$ cat src/hdl/ssr_defines.vh
// Constants for the sync source select register bank: offsets, fields,
// reset values. Included by bare name from every design file.
`ifndef SSR_DEFINES_VH
`define SSR_DEFINES_VH

// ----------------------------------------------------------------------
// Register offsets
// ----------------------------------------------------------------------
`define SSR_ADDR_W 8
`define SSR_DATA_W 16
`define SSR_OFS_RSVD_A 8'h1C
`define SSR_OFS_RSVD_B 8'h1D
`define SSR_OFS_CORR_SEL 8'h1E
`define SSR_OFS_MIXOSC_SEL 8'h1F
// Shadow (write) and active (read-back) windows, one word per group
`define SSR_OFS_SHADOW_BASE 8'h10
`define SSR_OFS_ACTIVE_BASE 8'h14
`define SSR_NUM_GROUPS 4

// ----------------------------------------------------------------------
// Reset values
// ----------------------------------------------------------------------
`define SSR_RST_RSVD_A 16'h0000
`define SSR_RST_RSVD_B 16'h0000
`define SSR_RST_CORR_SEL 16'h1111
`define SSR_RST_MIXOSC_SEL 16'h1140
`define SSR_RST_SHADOW 16'h0000

// ----------------------------------------------------------------------
// Field positions
// ----------------------------------------------------------------------
`define SSR_HI_SEL_MSB 15
`define SSR_HI_SEL_LSB 12
`define SSR_LO_SEL_MSB 7
`define SSR_LO_SEL_LSB 4
`define SSR_FMT_SEL_MSB 3
`define SSR_FMT_SEL_LSB 2
`define SSR_SW_SYNC_BIT 1
// Bit order inside every four-bit select field
`define SSR_SRC_SW 3
`define SSR_SRC_PIN 2
`define SSR_SRC_STROBE 1
`define SSR_SRC_LOCAL 0
// Formatter source codes
`define SSR_FMT_FRAME 2'h0
`define SSR_FMT_PIN 2'h1

// Group indices
`define SSR_GRP_OFFSET 0
`define SSR_GRP_CORR 1
`define SSR_GRP_MIXER 2
`define SSR_GRP_OSC 3

`endif

$ cat src/hdl/ssr_shadow_reg.v
// Double-buffered register: shadow written by software, active copy
// updated on a sync. Assumes one clock and a synchronous reset.
`timescale 1ns/1ps
`include "ssr_defines.vh"

module ssr_shadow_reg #(
   parameter DATA_W = 16
) (
   // Clock and reset
   input wire sys_clk_i,
   input wire sys_rst_i,
   // Software side
   input wire wr_i,
   input wire [DATA_W-1:0] wdata_i,
   // Sync event for this group
   input wire sync_i,
   // Stored values
   output reg [DATA_W-1:0] shadow_o,
   output reg [DATA_W-1:0] active_o
);

   // ------------------------------------------------------------------
   // Shadow and active storage
   // ------------------------------------------------------------------
   // A sync in the same cycle as a write takes the new value, so an
   // auto-sync write lands at once rather than one sync late
   always @(posedge sys_clk_i) begin
      if (sys_rst_i) begin
         shadow_o <= `SSR_RST_SHADOW;
         active_o <= `SSR_RST_SHADOW;
      end else begin
         if (wr_i) begin
            shadow_o <= wdata_i;
         end
         if (sync_i) begin
            active_o <= wr_i ? wdata_i : shadow_o;
         end
      end
   end

endmodule

$ cat src/hdl/ssr_sync_regs.v
// Sync source select register bank with four double-buffered groups:
// offset, gain/phase correction, mixer and oscillator phase.
// Assumes all pins are synchronous to sys_clk_i and that software uses
// the plain register port with read data one cycle after the strobe.
//
// Strobed register access was chosen for this implementation.
`timescale 1ns/1ps
`include "ssr_defines.vh"

// Functional notes
// - Offset group sync enables at correction register bits 15:12, reset 0001.
// - Gain/phase group sync enables at bits 7:4, reset 0001.
// - Mixer group sync enables at mixer register bits 15:12, reset 0001.
// - Oscillator sync enables at bits 7:4, frame as bit 4, reset 0100.
// - Each set select bit enables a source; any enabled source syncs.
// - Formatter takes one source: 00 frame, 01 pin, others none.
// - With auto-sync enabled a write to the offset, gain/phase or mixer group is itself a sync.
module ssr_sync_regs #(
   parameter ADDR_W = `SSR_ADDR_W,
   parameter DATA_W = `SSR_DATA_W
) (
   // Clock and reset
   input wire sys_clk_i,
   input wire sys_rst_i,
   // Register port
   input wire [ADDR_W-1:0] reg_addr_i,
   input wire [DATA_W-1:0] reg_wdata_i,
   input wire reg_wr_i,
   input wire reg_rd_i,
   output reg [DATA_W-1:0] reg_rdata_o,
   // Sync sources
   input wire sync_pin_i,
   input wire output_strobe_pin_i,
   input wire frame_strobe_i,
   // Active values of the double-buffered groups
   output wire [DATA_W-1:0] offset_active_o,
   output wire [DATA_W-1:0] corr_active_o,
   output wire [DATA_W-1:0] mixer_active_o,
   output wire [DATA_W-1:0] osc_phase_active_o,
   // Sync pulses, one cycle after the sync that caused them
   output reg [`SSR_NUM_GROUPS-1:0] group_sync_o,
   output reg formatter_sync_o
);

   // ------------------------------------------------------------------
   // Configuration registers
   // ------------------------------------------------------------------
   reg [DATA_W-1:0] rsvd_a;
   reg [DATA_W-1:0] rsvd_b;
   reg [DATA_W-1:0] corr_sel;
   reg [DATA_W-1:0] mixosc_sel;

   wire wr_rsvd_a;
   wire wr_rsvd_b;
   wire wr_corr_sel;
   wire wr_mixosc_sel;

   assign wr_rsvd_a = reg_wr_i && (reg_addr_i == `SSR_OFS_RSVD_A);
   assign wr_rsvd_b = reg_wr_i && (reg_addr_i == `SSR_OFS_RSVD_B);
   assign wr_corr_sel = reg_wr_i && (reg_addr_i == `SSR_OFS_CORR_SEL);
   assign wr_mixosc_sel = reg_wr_i && (reg_addr_i == `SSR_OFS_MIXOSC_SEL);

   // Reserved words are stored as written; their contents steer nothing
   // here, so a host that breaks the default only changes read-back
   always @(posedge sys_clk_i) begin
      if (sys_rst_i) begin
         rsvd_a <= `SSR_RST_RSVD_A;
         rsvd_b <= `SSR_RST_RSVD_B;
         corr_sel <= `SSR_RST_CORR_SEL;
         mixosc_sel <= `SSR_RST_MIXOSC_SEL;
      end else begin
         if (wr_rsvd_a) begin
            rsvd_a <= reg_wdata_i;
         end
         if (wr_rsvd_b) begin
            rsvd_b <= reg_wdata_i;
         end
         if (wr_corr_sel) begin
            corr_sel <= reg_wdata_i;
         end
         if (wr_mixosc_sel) begin
            mixosc_sel <= reg_wdata_i;
         end
      end
   end

   // ------------------------------------------------------------------
   // Select fields
   // ------------------------------------------------------------------
   wire [3:0] sel_offset;
   wire [3:0] sel_corr;
   wire [3:0] sel_mixer;
   wire [3:0] sel_osc;
   wire [1:0] sel_fmt;
   wire sw_sync;

   assign sel_offset = corr_sel[`SSR_HI_SEL_MSB:`SSR_HI_SEL_LSB];
   assign sel_corr = corr_sel[`SSR_LO_SEL_MSB:`SSR_LO_SEL_LSB];
   assign sel_mixer = mixosc_sel[`SSR_HI_SEL_MSB:`SSR_HI_SEL_LSB];
   assign sel_osc = mixosc_sel[`SSR_LO_SEL_MSB:`SSR_LO_SEL_LSB];
   assign sel_fmt = mixosc_sel[`SSR_FMT_SEL_MSB:`SSR_FMT_SEL_LSB];
   // Level source: stays asserted as long as software leaves it at one
   assign sw_sync = mixosc_sel[`SSR_SW_SYNC_BIT];

   // ------------------------------------------------------------------
   // Shadow write decode
   // ------------------------------------------------------------------
   wire [`SSR_NUM_GROUPS-1:0] grp_wr;
   wire [DATA_W-1:0] grp_shadow [0:`SSR_NUM_GROUPS-1];
   wire [DATA_W-1:0] grp_active [0:`SSR_NUM_GROUPS-1];
   wire [3:0] grp_sel [0:`SSR_NUM_GROUPS-1];
   wire [3:0] grp_src [0:`SSR_NUM_GROUPS-1];
   wire [`SSR_NUM_GROUPS-1:0] grp_sync;

   assign grp_sel[`SSR_GRP_OFFSET] = sel_offset;
   assign grp_sel[`SSR_GRP_CORR] = sel_corr;
   assign grp_sel[`SSR_GRP_MIXER] = sel_mixer;
   assign grp_sel[`SSR_GRP_OSC] = sel_osc;

   genvar g;
   generate
      for (g = 0; g < `SSR_NUM_GROUPS; g = g + 1) begin : gen_grp
         wire local_src;

         assign grp_wr[g] = reg_wr_i &&
            (reg_addr_i == `SSR_OFS_SHADOW_BASE + g);
         // Oscillator group uses the frame strobe in place of auto-sync
         if (g == `SSR_GRP_OSC) begin : gen_frame
            assign local_src = frame_strobe_i;
         end else begin : gen_auto
            assign local_src = grp_wr[g];
         end
         assign grp_src[g] = {sw_sync, sync_pin_i, output_strobe_pin_i,
            local_src};
         // Any enabled source fires the group
         assign grp_sync[g] = |(grp_src[g] & grp_sel[g]);

         ssr_shadow_reg #(
            .DATA_W(DATA_W)
         ) u_shadow (
            .sys_clk_i(sys_clk_i),
            .sys_rst_i(sys_rst_i),
            .wr_i(grp_wr[g]),
            .wdata_i(reg_wdata_i),
            .sync_i(grp_sync[g]),
            .shadow_o(grp_shadow[g]),
            .active_o(grp_active[g])
         );
      end
   endgenerate

   assign offset_active_o = grp_active[`SSR_GRP_OFFSET];
   assign corr_active_o = grp_active[`SSR_GRP_CORR];
   assign mixer_active_o = grp_active[`SSR_GRP_MIXER];
   assign osc_phase_active_o = grp_active[`SSR_GRP_OSC];

   // ------------------------------------------------------------------
   // Formatter sync, single source
   // ------------------------------------------------------------------
   reg next_fmt_sync;

   always @* begin
      next_fmt_sync = 1'b0;
      case (sel_fmt)
         `SSR_FMT_FRAME: begin
            next_fmt_sync = frame_strobe_i;
         end
         `SSR_FMT_PIN: begin
            next_fmt_sync = sync_pin_i;
         end
         default: begin
            next_fmt_sync = 1'b0;
         end
      endcase
   end

   // Registered so downstream logic sees glitch-free pulses
   always @(posedge sys_clk_i) begin
      if (sys_rst_i) begin
         group_sync_o <= {`SSR_NUM_GROUPS{1'b0}};
         formatter_sync_o <= 1'b0;
      end else begin
         group_sync_o <= grp_sync;
         formatter_sync_o <= next_fmt_sync;
      end
   end

   // ------------------------------------------------------------------
   // Read-back
   // ------------------------------------------------------------------
   reg [DATA_W-1:0] next_rdata;
   integer i;

   // Unmapped offsets read as zero
   always @* begin
      next_rdata = {DATA_W{1'b0}};
      case (reg_addr_i)
         `SSR_OFS_RSVD_A: begin
            next_rdata = rsvd_a;
         end
         `SSR_OFS_RSVD_B: begin
            next_rdata = rsvd_b;
         end
         `SSR_OFS_CORR_SEL: begin
            next_rdata = corr_sel;
         end
         `SSR_OFS_MIXOSC_SEL: begin
            next_rdata = mixosc_sel;
         end
         default: begin
            for (i = 0; i < `SSR_NUM_GROUPS; i = i + 1) begin
               if (reg_addr_i == `SSR_OFS_SHADOW_BASE + i) begin
                  next_rdata = grp_shadow[i];
               end
               if (reg_addr_i == `SSR_OFS_ACTIVE_BASE + i) begin
                  next_rdata = grp_active[i];
               end
            end
         end
      endcase
   end

   // Data valid only in the cycle after the read strobe
   always @(posedge sys_clk_i) begin
      if (sys_rst_i) begin
         reg_rdata_o <= {DATA_W{1'b0}};
      end else if (reg_rd_i) begin
         reg_rdata_o <= next_rdata;
      end else begin
         reg_rdata_o <= {DATA_W{1'b0}};
      end
   end

endmodule

$ cat config.mk
export PLATFORM = sky130hd
export DESIGN_NAME = ssr_sync_regs
export DESIGN_NICKNAME = d
export VERILOG_FILES = /design/src/hdl/ssr_shadow_reg.v /design/src/hdl/ssr_sync_regs.v
export VERILOG_INCLUDE_DIRS = /design/src /design/src/hdl
export SDC_FILE = /design/constraint.sdc
export NUM_CORES = 1
export LEC_CHECK = 0
export BUFFER_PORTS_ARGS = -buffer_cell sky130_fd_sc_hd__buf_4
export CAP_MARGIN = 20
export CORE_ASPECT_RATIO = 0.5
export CORE_MARGIN = 5
export CORE_UTILIZATION = 52
export DETAILED_ROUTE_END_ITERATION = 10
export PLACE_DENSITY = 0.73
export REMOVE_ABC_BUFFERS = 1
export SLEW_MARGIN = 20
export SYNTH_ARGS = -nofsm -noshare
export SYNTH_HDL_FRONTEND = slang
export SYNTH_SLANG_ARGS = --single-unit
$ cat constraint.sdc
create_clock -name sys_clk_i -period 2.14 [get_ports sys_clk_i]
set_input_delay 0.107 -clock sys_clk_i [delete_from_list [all_inputs] [get_ports sys_clk_i]]
set_output_delay 0.107 -clock sys_clk_i [all_outputs]
set_load 0.02 [all_outputs]
==> metrics.txt <==
outcome=finished, final reports clean; total power=7.90 mW; CTS root buffer=clkbuf_16; Area Growth Syn to Fin=21.4%; Final Hold Viols=0; DIE HEIGHT=104 microns; via count=7,569; Crit Path Category=reg -> reg; final core utilization=between 60% and 70%; RSZ-0062 raised after global routing=no; gpl congestion=0.856; PortBufs=115; drt first pass iters=6; Peak VDD IR=roughly 0.44 mV; clk sink count=213; largest stage delay on the critical path=0.50 ns; min Tclk post-route=1.77 ns; H-Tree Level Count=1; number of max-cap violations=0; CP max-delay cell=or3b_2; fin. max-slew vios=0; clk buf depth=3; r2r endpoint=gen_grp[0].u_shadow.active_o[1]; worst r2r src=corr_sel[12]; Synth Area in Compound Gates=13.3%; ys async rst share=0%; remaining antenna violation count=0; Critical Path Start=corr_sel[12]; WL met2=12.5 mm; Routed met1 length=approximately 12 mm; num rows=34; mux contribution to synthesized area=approximately 23%; initial antenna violation count=0; largest family of logic cells by synthesized area=multiplexers; Worst Reg2Reg Path Length in Cells=5; Crit path arrival time=2.17 ns; Synth cell types=44; DP HPWL=18.0 mm; Critical Path Source Type=flip-flop; core footprint=17,400 sq um; worst-path cell chain=or3b_2, nor4_4, buf_4, nor3_1, a211oi_1; largest net degree at the start of global routing=roughly 180; Starting Density=a little over half; Final nets=~1,000; io pins=116; Cells after Synth=893; GRT overflow=0; leakage power=4.99 nW; Top FF cell, synth=dfxtp_1; hold_ws=about 0.01 ns; Post-Synth XOR/XNOR Area=0%; EDFF count, synth=0; vias in the first global route=around 7,600; Period Utilization, post-route=between 80% and 90%; Die X=198 microns; Yosys reg bits=between 200 and 250; Syn. warnings=0; Global Route Usage Sum=25.5%; fin worst setup slack=0.368 ns; FMAX=between 500 and 600 MHz; drt wl/cell=21.5 microns; Setup crit end=gen_grp[0].u_shadow.active_o[1]; top routing layer in use=met4; final setup fails=0; Worst setup EP type=flip-flop; Setup WS pre-CTS=0.0735 ns; Die ar.=20,600 sq um; TritonCTS Buffers=20; vias per inst=6.06; r2r setup slk=0.37 ns; Seq/Total Area, Yosys=between 40% and 50%; drt drc=0; Ant. Diodes=0; Mean Syn Cell Area=10.3 sq um; clk_lat worst skew=0.49 ns; clock slew at reported path FFs=0.06 ns; first-pass GRT wire length=between 40 and 50 mm; Post-CTS Setup Bufs=0; Hold Crit Class=in -> reg; Netlist Area Pre-Place=9190 sq um; crit-path max FO=16; headroom to the max-slew limit=46.6%; skew final=0.00976 ns; Synth Area in Simple Gates=13.0%; layout cell share with drive strength beyond 1=24.4%; Worst Max-Slew Pin Slew=0.802 ns; met3 routed WL=2.12 mm; CTS tree=built; Initial DRC Count=791; final wirelength=26.9 mm; pwr/cell area=708 nW/um^2; Synth Area in Adders=0%; required time of the worst setup path=2.54 ns
-- through the flow --
stage	area [sq um]	setup TNS, ns	instances
2_1_floorplan	8810	-28.70	806
3_3_place_gp	10400	0	1196
3_5_place_dp	10400	0	1196
4_1_cts	11200	0	1248
5_1_grt	11200	0	1248
6_report	11200	0	1248
-- power breakdown --
group | internal, mW | switching [mW]
clock | 1.89 | 1.48
sequential | 3.99 | 0.0220
combinational | 0.195 | 0.325
total | 6.08 | 1.83
-- worst min path at each step --
| stage | from | to | slack (ns) | depth (start not counted) |
|---|---|---|---|---|
| 3_5_place_dp | frame_strobe_i | formatter_sync_o | 0.42 | 3 |
| 3_3_place_gp | sys_rst_i | gen_grp[1].u_shadow.shadow_o[8] | 0.41 | 2 |
| 4_1_cts | output_strobe_pin_i | group_sync_o[3] | 0.01 | 3 |
| 2_1_floorplan | sys_rst_i | gen_grp[2].u_shadow.active_o[10] | 0.17 | 1 |
| 5_1_grt | output_strobe_pin_i | group_sync_o[3] | 0.07 | 3 |
| 6_report | output_strobe_pin_i | group_sync_o[3] | 0.01 | 3 |
-- metal layers --
| layer | track usage [%] | up-vias |
|---|---|---|
| li1 | - | 3482 |
| met5 | 0 | - |
| met2 | 41.1 | 308 |
| met1 | 36.5 | 3748 |
| met4 | 5.30 | 0 |
| met3 | 3.88 | 31 |
-- state kept, by name, indices dropped and copies added, names as in the netlist --
name and flops:
rsvd_a 16, mixosc_sel 16, group_sync_o 4, corr_sel 16
gen_grp.u_shadow.active_o 64, formatter_sync_o 1, reg_rdata_o 16, rsvd_b 16
gen_grp.u_shadow.shadow_o 64
-- critical path: cells and delay by family (launching register included) --
family,cells,cell delay [ns]
and+or+nand+nor,3,0.74
AOI/OAI and AO/OA,1,0.22
DFF,1,0.40
buffers and inverters,1,0.32
-- final cells by class --
type / instances / area (sq um)
clock inverters: 3 / 18.8
flip-flops and latches: 213 / 4260
fillers: 1427 / 6200
repair buffers: 176 / 1450
inverters: 10 / 37.5
clock buffers: 29 / 586
multi-input cells: 583 / 4510
well taps: 234 / 293
-- Yosys cell counts (2+ instances only) --
master      n  area share, %
or2_2       2           0.14
dfxtp_1   213             46
a211oi_1   71            5.8
a21oi_1     9           0.49
nand2b_1    3           0.20
nor3_1     39            2.1
nand3_1     6           0.33
buf_4       3           0.25
nor2_1    158            6.5
nand3b_1    2           0.16
mux4_2     30            7.4
nand2_1    20           0.82
clkbuf_1   54            2.2
a22oi_1    12           0.98
o211ai_1    2           0.16
buf_2      21            1.1
nor4_4      3           0.69
and2_1      2           0.14
nor3b_1     4           0.33
buf_1       7           0.29
mux2_2     12            1.5
o21ai_0     8           0.44
a32oi_1     5           0.48
nor2b_1     8           0.54
a221o_1     4           0.44
mux2i_1   128             14
a211o_1     9           0.86
buf_6       2           0.25
o22ai_1     5           0.34
o2111a_1    4           0.49
inv_1      10           0.41
a211oi_2   14            1.9
or3_1       5           0.34
nand4_1     5           0.34
o221ai_1    4           0.38
-- placed cells by master, fill, tap and decap left out, types with 6 or more instances in the layout --
| cell type | count |
|---|---|
| inv_1 | 10 |
| nand3_1 | 6 |
| dfxtp_1 | 213 |
| a22oi_1 | 12 |
| nor3_1 | 39 |
| mux2i_1 | 128 |
| buf_4 | 149 |
| a211oi_1 | 71 |
| o21ai_0 | 8 |
| a211oi_2 | 14 |
| nor2_1 | 158 |
| mux4_2 | 30 |
| clkbuf_16 | 21 |
| nor2b_1 | 8 |
| buf_12 | 6 |
| dlygate4sd3_1 | 20 |
| nand2_1 | 20 |
| a211o_1 | 9 |
| mux2_2 | 12 |
| a21oi_1 | 9 |
-- repair_timing --
item                                    4_1_cts  5_1_grt
resized for setup                             0        0
hold buffers                                 20        0
endpoints found under the setup margin        0        0
hold endpoints to repair                    108        0
-- cell families (layout without fill, tap and decap cells) --
logic type	after synthesis	in the layout
AND/OR/NAND/NOR	260	260
flip-flops	213	213
multiplexers	170	170
AO/OA/AOI/OAI	153	153
buffers and inverters	97	218
Power figures use the tool's default switching activity.
